==> config.mk <==
export PLATFORM = sky130hd
export DESIGN_NAME = cgp_pin_ctrl
export DESIGN_NICKNAME = d
export VERILOG_FILES = /design/src/rtl/cgp_pkg.sv /design/src/rtl/cgp_pin_ctrl.sv
export SDC_FILE = /design/constraint.sdc
export NUM_CORES = 1
export LEC_CHECK = 0
export CAP_MARGIN = 20
export CORE_MARGIN = 8
export CORE_UTILIZATION = 50
export CTS_CLUSTER_SIZE = 30
export DETAILED_ROUTE_END_ITERATION = 8
export DONT_BUFFER_PORTS = 1
export PLACE_DENSITY = 0.67
export SYNTH_ARGS = -nofsm -noshare
export SYNTH_HDL_FRONTEND = slang
export SYNTH_SLANG_ARGS = --single-unit
==> constraint.sdc <==
create_clock -name clk_sys_i -period 4.5 [get_ports clk_sys_i]
set_input_delay 0.9 -clock clk_sys_i [delete_from_list [all_inputs] [get_ports clk_sys_i]]
set_output_delay 0.9 -clock clk_sys_i [all_outputs]
set_load 0.01 [all_outputs]
==> src/rtl/cgp_pkg.sv <==
// Constants and types for the second multi-function pin control
package cgp_pkg;

   localparam logic [6:0] CGP_REG_OFFSET = 7'h63;
   localparam logic [7:0] CGP_REG_RESET  = 8'h00;

   localparam int CGP_SEL_HI  = 7;
   localparam int CGP_SEL_LO  = 4;
   localparam int CGP_OUT_BIT = 3;
   localparam int CGP_IN_BIT  = 2;
   localparam int CGP_DUR_BIT = 1;
   localparam int CGP_RSV_BIT = 0;

   localparam int CGP_CLK_MHZ      = 200;
   localparam int CGP_PULSE_US     = 2000;
   localparam int CGP_HS_PULSE_US  = 1750;
   localparam int CGP_PULSE_CYC    = CGP_PULSE_US * CGP_CLK_MHZ;
   localparam int CGP_HS_PULSE_CYC = CGP_HS_PULSE_US * CGP_CLK_MHZ;
   localparam int CGP_CNT_W        = 20;

   typedef enum logic [3:0]
   {
      CGP_DISABLED = 4'b0000,
      CGP_RSV_ONE  = 4'b0001,
      CGP_INT_HS   = 4'b0010,
      CGP_GP_IN    = 4'b0011,
      CGP_GP_OUT   = 4'b0100,
      CGP_DMIC_A   = 4'b0101,
      CGP_DMIC_B   = 4'b0110,
      CGP_DMIC_C   = 4'b0111,
      CGP_BCLK     = 4'b1000,
      CGP_INT_HB   = 4'b1001,
      CGP_INT_ALL  = 4'b1010,
      CGP_INT_SA   = 4'b1011,
      CGP_INT_HBS  = 4'b1100,
      CGP_INT_SC   = 4'b1101,
      CGP_RSV_E    = 4'b1110,
      CGP_INT_BTN  = 4'b1111
   } cgp_sel_e;

   typedef struct packed
   {
      logic headset;
      logic button;
      logic short_ckt;
      logic auto_gain_loop;
   } cgp_events_s;

   typedef struct packed
   {
      logic       wr;
      logic [6:0] addr;
      logic [7:0] wdata;
   } cgp_wr_s;

endpackage

==> src/rtl/cgp_pin_ctrl.sv <==
// Control logic for multi_function_pin_b: function select, GPIO and interrupt output
// Notes on behaviour
// RULE1 - 4-bit selector, zero disables, one reserved
// RULE2 - Code two: headset detect interrupt, ~1.75 ms
// RULE3 - Code three input, code four output
// RULE4 - Codes five-seven: microphone data, both clock edges
// RULE5 - Code eight: bit clock, direction set elsewhere
// RULE6 - Nine: headset|button; ten adds short, noise
// RULE7 - Eleven: short|noise; twelve: headset|button|short
// RULE8 - Thirteen: short-circuit interrupt alone
// RULE9 - Fifteen: button interrupt alone
// RULE10 - Output mode drives pin per output bit
// RULE11 - Read-only input bit reflects pin level
// RULE12 - Duration bit: single 2ms pulse or repeating
// RULE13 - Bit zero reserved, read-only, never written
// RULE14 - Code fourteen reserved, pin kept inactive
`timescale 1ns/10ps
`default_nettype none

module cgp_pin_ctrl
   import cgp_pkg::*;
(
   input  wire logic        clk_sys_i,
   input  wire logic        rst_i,
   input  wire cgp_wr_s     reg_wr_i,
   input  wire logic [6:0]  reg_rd_addr_i,
   input  wire logic        flags_read_i,
   input  wire cgp_events_s events_i,
   input  wire logic        pin_in_i,
   input  wire logic        bclk_out_i,
   input  wire logic        bclk_dir_out_i,
   output logic [7:0]       reg_rdata_o,
   output logic             pin_out_o,
   output logic             pin_oe_n_o,
   output logic             dmic_data_o,
   output logic             dmic_valid_o,
   output logic             bclk_in_o,
   input  wire logic        dmic_clk_i
);

   ////////////////////////////////////////////////////////////////////////////
   logic [3:0]        sel;
   logic              out_val;
   logic              dur_repeat;
   logic [1:0]        pin_sync;
   logic [1:0]        dclk_sync;
   logic              dclk_last;
   logic              int_src;
   logic              int_src_q;
   logic              int_pend;
   logic [CGP_CNT_W-1:0] pulse_cnt;
   logic              int_line;
   logic [CGP_CNT_W-1:0] pulse_len;

   // Register write; bit zero and input bit are not storage
   always_ff @(posedge clk_sys_i)
   begin
      if (rst_i)
      begin
         sel        <= CGP_REG_RESET[CGP_SEL_HI:CGP_SEL_LO];
         out_val    <= CGP_REG_RESET[CGP_OUT_BIT];
         dur_repeat <= CGP_REG_RESET[CGP_DUR_BIT];
      end
      else if (reg_wr_i.wr && reg_wr_i.addr == CGP_REG_OFFSET)
      begin
         sel        <= reg_wr_i.wdata[CGP_SEL_HI:CGP_SEL_LO]; // RULE1
         out_val    <= reg_wr_i.wdata[CGP_OUT_BIT];
         dur_repeat <= reg_wr_i.wdata[CGP_DUR_BIT];
      end
   end

   // Pin and microphone clock come from outside: two flops first
   always_ff @(posedge clk_sys_i)
   begin
      if (rst_i)
      begin
         pin_sync  <= 2'h0;
         dclk_sync <= 2'h0;
         dclk_last <= 1'b0;
      end
      else
      begin
         pin_sync  <= {pin_sync[0], pin_in_i};
         dclk_sync <= {dclk_sync[0], dmic_clk_i};
         dclk_last <= dclk_sync[1];
      end
   end

   // Read data; reserved bit zero always reads zero
   always_ff @(posedge clk_sys_i)
   begin
      if (rst_i)
         reg_rdata_o <= CGP_REG_RESET;
      else if (reg_rd_addr_i == CGP_REG_OFFSET)
         reg_rdata_o <= {sel, out_val, pin_sync[1], dur_repeat, 1'b0}; // RULE11 RULE13
      else
         reg_rdata_o <= 8'h00;
   end

   ////////////////////////////////////////////////////////////////////////////
   // Interrupt source chosen by selector
   always_comb
   begin
      int_src = 1'b0;
      case (cgp_sel_e'(sel))
         CGP_INT_HS:  int_src = events_i.headset; // RULE2
         CGP_INT_HB:  int_src = events_i.headset | events_i.button; // RULE6
         CGP_INT_ALL: int_src = |events_i; // RULE6
         CGP_INT_SA:  int_src = events_i.short_ckt | events_i.auto_gain_loop; // RULE7
         CGP_INT_HBS: int_src = events_i.headset | events_i.button
                                | events_i.short_ckt; // RULE7
         CGP_INT_SC:  int_src = events_i.short_ckt; // RULE8
         CGP_INT_BTN: int_src = events_i.button; // RULE9
         default:     int_src = 1'b0; // RULE14
      endcase
   end

   // Headset-only code uses its shorter typical pulse
   assign pulse_len = (cgp_sel_e'(sel) == CGP_INT_HS) ?
                      CGP_CNT_W'(CGP_HS_PULSE_CYC) : CGP_CNT_W'(CGP_PULSE_CYC);

   // Pulse timer; repeat mode re-arms until the flags register is read
   always_ff @(posedge clk_sys_i)
   begin
      if (rst_i)
      begin
         int_src_q <= 1'b0;
         int_pend  <= 1'b0;
         pulse_cnt <= '0;
         int_line  <= 1'b0;
      end
      else
      begin
         int_src_q <= int_src;
         // New event wins over a flags read in the same cycle
         if (int_src && !int_src_q)
            int_pend <= 1'b1;
         else if (flags_read_i || !dur_repeat)
            int_pend <= 1'b0;
         if (pulse_cnt > CGP_CNT_W'(1))
         begin
            pulse_cnt <= pulse_cnt - 1'b1;
         end
         else if (pulse_cnt == CGP_CNT_W'(1))
         begin
            // Phase end: a pending repeat alternates equal high and low phases,
            // so the host sees separate pulses rather than a stuck-high line
            pulse_cnt <= '0;
            int_line  <= 1'b0;
            if (dur_repeat && int_pend && !flags_read_i)
            begin
               pulse_cnt <= pulse_len; // RULE12
               int_line  <= ~int_line;
            end
         end
         else if ((int_src && !int_src_q) || (dur_repeat && int_pend && !flags_read_i))
         begin
            pulse_cnt <= pulse_len; // RULE12
            int_line  <= 1'b1;
         end
      end
   end

   ////////////////////////////////////////////////////////////////////////////
   // Pin drive: output enable is active low
   always_ff @(posedge clk_sys_i)
   begin
      if (rst_i)
      begin
         pin_out_o  <= 1'b0;
         pin_oe_n_o <= 1'b1;
      end
      else
      begin
         case (cgp_sel_e'(sel))
            CGP_GP_OUT:
            begin
               pin_out_o  <= out_val; // RULE3 RULE10
               pin_oe_n_o <= 1'b0;
            end
            CGP_BCLK:
            begin
               pin_out_o  <= bclk_out_i; // RULE5
               pin_oe_n_o <= ~bclk_dir_out_i;
            end
            CGP_INT_HS, CGP_INT_HB, CGP_INT_ALL, CGP_INT_SA,
            CGP_INT_HBS, CGP_INT_SC, CGP_INT_BTN:
            begin
               pin_out_o  <= int_line;
               pin_oe_n_o <= 1'b0;
            end
            default:
            begin
               pin_out_o  <= 1'b0; // RULE1 RULE14
               pin_oe_n_o <= 1'b1;
            end
         endcase
      end
   end

   // Microphone data on both clock edges; bit clock input path
   always_ff @(posedge clk_sys_i)
   begin
      if (rst_i)
      begin
         dmic_data_o  <= 1'b0;
         dmic_valid_o <= 1'b0;
         bclk_in_o    <= 1'b0;
      end
      else
      begin
         dmic_valid_o <= 1'b0;
         if ((sel == CGP_DMIC_A || sel == CGP_DMIC_B || sel == CGP_DMIC_C)
             && (dclk_sync[1] != dclk_last))
         begin
            dmic_data_o  <= pin_sync[1]; // RULE4
            dmic_valid_o <= 1'b1;
         end
         bclk_in_o <= (sel == CGP_BCLK) && !bclk_dir_out_i && pin_sync[1];
      end
   end

   ////////////////////////////////////////////////////////////////////////////
   AST_GPOUT_DRIVE: assert property (@(posedge clk_sys_i) disable iff (rst_i) // RULE10
      (sel == CGP_GP_OUT) |=> (!pin_oe_n_o && pin_out_o == $past(out_val)))
      else $error("gp output not driven from value bit");

   AST_DISABLED_IDLE: assert property (@(posedge clk_sys_i) disable iff (rst_i) // RULE14
      (sel == CGP_DISABLED || sel == CGP_RSV_E) |=> pin_oe_n_o)
      else $error("disabled pin is driven");

   AST_INPUT_BIT: assert property (@(posedge clk_sys_i) disable iff (rst_i) // RULE11
      (reg_rd_addr_i == CGP_REG_OFFSET) |=>
      (reg_rdata_o[CGP_IN_BIT] == $past(pin_sync[1])))
      else $error("input bit does not follow pin");

   AST_RSV_ZERO: assert property (@(posedge clk_sys_i) disable iff (rst_i) // RULE13
      !reg_rdata_o[CGP_RSV_BIT])
      else $error("reserved bit reads one");

   AST_INT_START: assert property (@(posedge clk_sys_i) disable iff (rst_i) // RULE12
      (int_src && !int_src_q && pulse_cnt == '0) |=> int_line)
      else $error("interrupt pulse did not start");

   AST_REPEAT_GAP: assert property (@(posedge clk_sys_i) disable iff (rst_i) // RULE12
      (pulse_cnt == CGP_CNT_W'(1) && int_line && dur_repeat && int_pend && !flags_read_i)
      |=> (!int_line && pulse_cnt != '0))
      else $error("repeat pulse has no low gap");

   AST_HS_SRC: assert property (@(posedge clk_sys_i) disable iff (rst_i) // RULE2
      (sel == CGP_INT_HS) |-> (int_src == events_i.headset))
      else $error("headset code picks wrong source");

   AST_SC_SRC: assert property (@(posedge clk_sys_i) disable iff (rst_i) // RULE8
      (sel == CGP_INT_SC) |-> (int_src == events_i.short_ckt))
      else $error("short code picks wrong source");

   AST_DMIC_EDGE: assert property (@(posedge clk_sys_i) disable iff (rst_i) // RULE4
      (sel == CGP_DMIC_A && dclk_sync[1] != dclk_last) |=> dmic_valid_o)
      else $error("mic sample missed on clock edge");

endmodule

`default_nettype wire

Word level (Yosys, flattened, before mapping). Cells that the tools add are included.

Register bits after elaboration: 47. Bits in latches: 0. Bits in writable memories: 0. ROM bits: 0. Input bits: 34. Output and inout port bits: 13. Memories kept: 0.

$add $sub $neg: 1. $mul: 0. Div/mod/pow operators: 0. Order comparisons: 1. Equal/unequal tests: 16. Shift operators: 0. Mux-type cells: 14. Bitwise operators: 7. Reductions and logical operators: 23.

Operators by type and width (count): $mux 20 (3); $eq 4x4->1 const B (7); $eq 20x1->1 const B (1); $gt 20x1->1 const B (1); $sub 20x1->20 const B (1); $mux 19 (1); $mux 18 (1); $eq 4x3->1 const B (4); $eq 7x7->1 const B (2); $reduce_or 8->1 (1); $logic_and 1x1->1 (7); $pmux 1 s7 (1); $reduce_or 7->1 (1); $mux 1 (6); $eq 4x2->1 const B (1); $logic_not 1->1 (4); $logic_or 1x1->1 (4); $not 1->1 (4); $reduce_bool 2->1 (2); $reduce_or 4->1 (1); $or 1x1->1 (3); $pmux 1 s3 (1); $reduce_bool 3->1 (1); $pmux 1 s2 (1); other kinds (3) (3).

Depth between registers and ports, before layout. Gate-level depths: netlist of run 1.

Depth after elaboration: 8. Gate-level depth with buffers: 9. Depth with buffers taken out: 8.

Worst setup path after synthesis of run 1. OpenSTA, ideal clock, no wires.

Path kind: in2reg. Start point: input port events_i[1] in the netlist's numbering. End point: register pulse_cnt[11]. Library setup time: 131 ps. Data arrival time: 2182 ps. Required time: 4369 ps. Slack: 2187 ps. Cell stages on the path: 7. Cells stage by stage: nor3_1 o22ai_1 a221oi_1 o2111ai_4 nand2b_1 buf_2 a21oi_1.

Longest elaborated chain between the ends: 5. Elaborated cells between the ends (all ways): 7. Classes of those cells: mux (1); bitwise (2); reduce/logical (4).

RTL lines: start, declared (RTL line cgp_pin_ctrl.sv:28) `input wire cgp_events_s events_i,`; $reduce_or 4->1 (tied with other cells) (RTL line cgp_pin_ctrl.sv:108) `CGP_INT_ALL: int_src = |events_i;`; $pmux 1 s7 (*) (RTL line cgp_pin_ctrl.sv:105) `case (cgp_sel_e'(sel))`; $logic_and 1x1->1 (*) (RTL line cgp_pin_ctrl.sv:156) `else if ((int_src && !int_src_q) || (dur_repeat && int_pend && !flags_read_i))`; $logic_or 1x1->1 (*) (RTL line cgp_pin_ctrl.sv:156); $reduce_bool 3->1 (no line) (*); end signal, assigned (RTL line cgp_pin_ctrl.sv:142) `pulse_cnt <= pulse_cnt - 1'b1;`; end signal, assigned (RTL line cgp_pin_ctrl.sv:152) `pulse_cnt <= pulse_len;`; end signal, assigned (RTL line cgp_pin_ctrl.sv:158) `pulse_cnt <= pulse_len;`; end, declared (RTL line cgp_pin_ctrl.sv:51) `logic [CGP_CNT_W-1:0] pulse_cnt;`.

Every way passes the cells marked *; elsewhere a longest branch is shown, timed or not. A chain may end at the register's enable or synchronous reset.

Worst setup path after layout of run 1.
Start point: register pulse_cnt[8]. End point: register pulse_cnt[11].

Longest elaborated chain between the ends: 3. Elaborated cells between the ends (all ways): 6. Classes of those cells: add/sub (1); order compare (1); eq/ne (1); mux (2); reduce/logical (1).

RTL lines: parallel branches: the longest is 3 deep, another holds $sub 20x1->20.

Several ways; the timed one is not identified.

==> results by group, run 1 <==
Finish
  • Multi-input gate area: 1150 um2
  • Antenna diodes: 0
  • Reg area: 921 um2
  • Area delta synth->final: 5.08%
  • Share of cells above drive strength 1: 7.92%
  • Fillcell total: 382
  • Final instance area: 2250 um2
  • Fin nets: 275

Die
  • Core footprint: 4060 um2
  • I/O pins: 47
  • Floorplan row count: 23
  • Die Span X: 81.4 um
  • Die height: 81.4 um
  • Starting Density: 52.8%
  • Die footprint: 6630 um2

Run
  • Max Cap Violations: 0

Power and ir drop
  • Sw Share: 38.9%
  • Pwr dens: 606 nW/um2
  • P_sw: 0.000530 W
  • Worst VDD drop: 0.367 mV
  • Clk pwr share: 19.0%
  • Sequential share of power: 39.3%
  • Static leakage power: 0.856 nW
  • Part of the power in combinational logic: 41.7%
  • Total internal power: 0.000832 W

Setup path
  • Worst setup SP type: flip-flop
  • Setup CP Type: flip-flop to flip-flop
  • Req. time, crit path: 4680 ps
  • CP max FO: 9
  • CP endpoint kind: flip-flop
  • Crit path arrival time: 2550 ps

Route
  • Routed length per instance: 14.7 um
  • Drt pass-1 iters: 4
  • Remaining DRCs: 0
  • Antenna-violating nets left: 0
  • Post-Route WL: 4.27 mm
  • Routed metal-1 wirelength: 1.85 mm
  • DRT iter0 DRCs: 65
  • Via count: 1643
  • DR WL met3: 291 um
  • Met2 wire length: 2.07 mm
  • Vias per Instance: 5.67
  • Max Used Layer: met4

Global routing
  • First-pass GRT wire length: 6.64 mm
  • Largest net degree at the start of global routing: 33
  • Vias in the first global route: 1458
  • Total GRT Usage: 12.8%
  • Overflow after GRT: 0
  • Initial antenna violation count: 0

Min path
  • HP Class: flip-flop to flip-flop

Timing
  • Clock Skew: 3.75 ps
  • Crit path time final: 2380 ps
  • Final hold vios: 0
  • Slew headroom: 29.6%
  • Setup Viol. Count Final: 0
  • Hold WS: 442 ps
  • Final worst-path cycle share: 52.8%
  • Max-slew violation count: 0
  • Total Neg Setup Slack: 0 ps
  • Fmax: 421 MHz
  • RSZ-0062 raised after global routing: false
  • Worst-margin pin slew: 1050 ps

Clocking
  • Clock Pin Slew Worst Setup and Hold Paths: 90 ps
  • Max clock buf depth: 2
  • CTS tree: built
  • Post-CTS Setup Repair Bufs: 0
  • CTS Sinks: 46
  • TritonCTS Buffers: 5
  • Clock latency on the worst-skew pair: 300 ps
  • Post-CTS sizing: 0
  • H-Tree Depth: 2
  • # hold bufs at CTS: 0
  • Clk root buf: clkbuf_8

Yosys
  • Dominant synthesized flop cell: dfxtp_1
  • Synth unique cells: 52
  • Warnings, synthesis: 0
  • Post-synth EDFFs: 0
  • Ys async rst share: 0%
  • Seq/Total Area, Yosys: 43.0%
  • Synth Cell Area: 2140 um2
  • Post-synthesis register bit count: 46
  • Average size of a mapped cell: 8.81 um2
  • Area leader, netlist: dfxtp_1
  • Commonest cells post-synth: dfxtp_1 (46), nor2_1 (28), a21oi_1 (19)
  • Count leader, synth: dfxtp_1
  • Syn_nets: 279
  • Synth top area share: 43.0%
  • Post-Syn Instances: 243
  • Area contributors post-synth: dfxtp_1 (43%), nor2_1 (4.9%), a21oi_1 (4.4%), mux2i_1 (3.7%), nand2_1 (2.8%)

Place
  • IO Port Bufs: 0
  • Area of placed instances: 2160 um2
  • DP HPWL: 3.13 mm
  • GP Congestion: 0.833

Outcome
  • Outcome: finished clean
-- registers in the layout, indices dropped and copies added (netlist names), 2 cells and up --
name         cells
sel              4
pulse_cnt       20
pin_sync         2
dclk_sync        2
reg_rdata_o      7
-- cells by family after synthesis --
kind of cell / Yosys count / synth area share [%]
and+or+nand+nor: 107 / 27.8
AOI/OAI and AO/OA: 50 / 15.4
DFF: 46 / 43.0
muxes: 9 / 4.44
xor gates and xnor gates: 12 / 4.91
buffers and inverters: 16 / 3.10
adders and majority gates: 2 / 1.17
other: 1 / 0.175
-- metal layers --
layer	vias to the layer above	GRT usage (%)
met2	32	21.3
met3	5	3.28
li1	847	-
met4	0	5.71
met1	759	15.1
met5	-	0
-- path summary, 6_finish.rpt --
path / start / to / slack, ps / depth (start not counted)
max: pulse_cnt[8] / pulse_cnt[11] / 2120 / 6
min: dclk_sync[0] / dclk_sync[1] / 440 / 1
max reg2reg: pulse_cnt[8] / pulse_cnt[11] / 2120 / 6
min reg2reg: dclk_sync[0] / dclk_sync[1] / 440 / 1
-- per-stage QoR --
stage	total power [W]	utilization (%)	setup WS [ps]	std cells
final	0.00136	55.4	2120	290
after global routing	0.00147	55.4	1910	290
after CTS	0.00137	55.4	2100	290
after detailed placement	0.00111	53.1	1900	282
after global placement	0.00110	53.1	1930	282
after floorplan	0.00102	-	2190	243
-- layout make-up --
class / instances / share of cell area (%)
sequential: 46 / 40.9
clock inverter: 3 / 1.11
clock buffer: 5 / 3.06
multi-input combinational: 181 / 51.3
tap: 50 / 2.78
inverter: 5 / 0.834
-- layout by cell type (no fill, tap or decap), types with 2 or more instances in the layout --
cell / instances
a21o_1: 2
a21oi_1: 19
and2_1: 7
and3_1: 2
clkbuf_8: 5
dfxtp_1: 46
ha_1: 2
inv_1: 5
mux2i_1: 8
nand2_1: 16
nand2b_1: 5
nand3_1: 6
nor2_1: 28
nor2b_1: 7
nor3_1: 8
nor4_1: 7
o211ai_1: 5
o21ai_0: 9
o22ai_1: 2
o31ai_1: 2
or3_1: 5
or3b_2: 2
or4_1: 2
xnor2_1: 6
xor2_1: 6
-- power by group through the flow --
| stage | Clock, W | Sequential [W] | Combinational, W |
|---|---|---|---|
| 2_1_floorplan | 0 | 0.000530 | 0.000490 |
| 3_5_place_dp | 0 | 0.000544 | 0.000567 |
| 6_report | 0.000259 | 0.000535 | 0.000568 |
| 3_3_place_gp | 0 | 0.000543 | 0.000561 |
| 4_1_cts | 0.000266 | 0.000535 | 0.000571 |
| 5_1_grt | 0.000280 | 0.000544 | 0.000643 |
-- critical path, stage by stage, from the launching register on --
cell and delay (ps):
dfxtp_1 370, or4_4 610, nor4b_4 450, and2_4 240, o2111ai_4 180, nand2b_1 330
a21oi_1 80
No activity file was read; power rests on OpenSTA's default activity.
==> inputs of run 2 (changes only) <==
clock period = 2.3 ns   (was 4.5 ns; I/O delays follow)
==> results by group, run 2 (synthesized netlist as in run 1, its figures left out) <==
Outcome
  • Outcome: finished clean

Timing
  • Clock Skew: 8.80 ps (+5.05 ps)
  • Total Neg Setup Slack: 0 ps (unchanged)
  • Max-slew violation count: 0 (unchanged)
  • Final hold vios: 0 (unchanged)
  • Crit path time final: 2160 ps (-215 ps)
  • Slew headroom: 54.7% (+25 points)
  • RSZ-0062 raised after global routing: false
  • Worst-margin pin slew: 674 ps (-372 ps)
  • Final worst setup slack: 140 ps (-1980 ps)
  • Final worst-path cycle share: 93.9% (+41 points)
  • Setup Viol. Count Final: 0 (unchanged)
  • Fmax: 463 MHz (+10%)

Power and ir drop
  • Worst VDD drop: 0.597 mV (+63%)
  • Static leakage power: 0.922 nW (+7.8%)
  • Pwr dens: 1180 nW/um2 (+95%)

Finish
  • Most frequent cells in the layout: dfxtp_1 (46), nor2_1 (28), a21oi_1 (19)
  • Area delta synth->final: 10.6%
  • Layout Cells excl Fill: 306 (+5.5%)
  • Antenna diodes: 0 (unchanged)
  • Share of cells above drive strength 1: 14.1% (+6.1 points)
  • Fin nets: 291 (+5.8%)
  • Multi-input gate area: 1150 um2 (unchanged)
  • Fillcell total: 359 (-6.0%)
  • Reg with most FFs: pulse_cnt
  • Number of flip-flops in the largest register: 20 (unchanged)
  • Largest regs: pulse_cnt x20, reg_rdata_o x7, sel x4
  • Reg area: 921 um2 (unchanged)
  • Leading cell type in the layout, fill and taps excluded: dfxtp_1

Die
  • Starting Density: 52.8% (unchanged)
  • Die Span X: 81.4 um (unchanged)
  • Die footprint: 6630 um2 (unchanged)
  • Die height: 81.4 um (unchanged)
  • Core footprint: 4060 um2 (unchanged)
  • Floorplan row count: 23 (unchanged)
  • I/O pins: 47 (unchanged)

Place
  • IO Port Bufs: 0 (unchanged)
  • Post-Place Worst Slack: 153 ps (-1750 ps)
  • Dpl cells: 298 (+5.7%)
  • DP HPWL: 3.40 mm (+8.4%)
  • GP Congestion: 0.853 (+2.4%)

Global routing
  • Largest net degree at the start of global routing: 33 (unchanged)
  • Vias in the first global route: 1589 (+9.0%)
  • Total GRT Usage: 13.9% (+1.1 points)
  • First-pass GRT wire length: 7.26 mm (+9.2%)
  • Overflow after GRT: 0 (unchanged)
  • Initial antenna violation count: 0 (unchanged)

Route
  • Via count: 1695 (+3.2%)
  • DRT iter0 DRCs: 69 (+6.2%)
  • Drt pass-1 iters: 4 (unchanged)
  • Vias per Instance: 5.54 (-2.2%)
  • Antenna-violating nets left: 0 (unchanged)
  • Post-Route WL: 4.47 mm (+4.8%)
  • Routed length per instance: 14.6 um (-0.68%)
  • Remaining DRCs: 0 (unchanged)

Clocking
  • Clock latency on the worst-skew pair: 300 ps (about the same)
  • H-Tree Depth: 2 (unchanged)
  • Clock Pin Slew Worst Setup and Hold Paths: 90 ps (about the same)
  • CTS tree: built
  • Max clock buf depth: 2 (unchanged)
  • Post-CTS sizing: 0 (unchanged)
  • # hold bufs at CTS: 0 (unchanged)
  • Post-CTS Setup Repair Bufs: 0 (unchanged)
  • CTS Sinks: 46 (unchanged)
  • TritonCTS Buffers: 5 (unchanged)
  • Clk root buf: clkbuf_8

Setup path
  • CP endpoint kind: flip-flop
  • CP max FO: 7 (-2)
  • Setup CP Type: flip-flop to flip-flop
  • Crit path arrival time: 2340 ps (-210 ps)
  • Worst setup SP type: flip-flop
  • Req. time, crit path: 2480 ps (-2200 ps)

Min path
  • HP Class: input pin to flip-flop

Run
  • Max Cap Violations: 0 (unchanged)
-- run 2: cell count changes in the layout (fill, tap and decap cells not counted), sizes merged --
cell	change
buf	+16
clkinv	-1
clkinvlp	+1
-- run 2: final timing paths --
path | start | endpoint | slack (ps) | depth (start not counted)
setup / recovery | pulse_cnt[2] | pulse_cnt[17] | 140 | 7
hold / removal | rst_i | dclk_sync[0] | 220 | 1
setup reg to reg | pulse_cnt[2] | pulse_cnt[17] | 140 | 7
hold reg to reg | dclk_sync[0] | dclk_sync[1] | 450 | 1
-- run 2: area by class of cell --
class,count,share of cell area [%]
multi-input cells,181,48.7
flip-flops and latches,46,38.9
repair buffers,16,5.07
clock buffers,5,2.91
well taps,50,2.64
clock inverters,3,1.00
inverters,5,0.792
-- run 2: stage by stage --
step	hold WS, ps	total power [W]	instance area (um2)	utilization [%]
after global placement	419	0.00230	2280	56.1
after detailed placement	431	0.00232	2280	56.1
final	216	0.00280	2370	58.4
after global routing	197	0.00304	2370	58.4
after floorplan	414	0.00200	2140	-
after CTS	202	0.00282	2370	58.4
-- run 2: routing by layer --
layer / vias to the layer above / global-route usage (%) / wire [um] / part of all wire (%)
li1: 884 / - / - / -
met1: 772 / 16.2 / 1890 / 42
met2: 33 / 24.2 / 2210 / 49
met3: 6 / 3.38 / 307 / 6.9
met4: 0 / 4.82 / 61 / 1.4
met5: - / 0 / 0 / 0
-- run 2: critical path: stages (launching register included) --
cell and delay (ps):
dfxtp_1 360, or4_1 610, nor4b_4 320, and2_4 220, o2111ai_4 180, nand2b_1 150
buf_4 140, a21oi_1 40
-- run 2: where the power goes --
| part | switching [W] | internal [W] |
|---|---|---|
| combinational | 0.000663 | 0.000600 |
| clock | 0.000278 | 0.000217 |
| sequential | 0.000117 | 0.000925 |
| total | 0.00106 | 0.00174 |
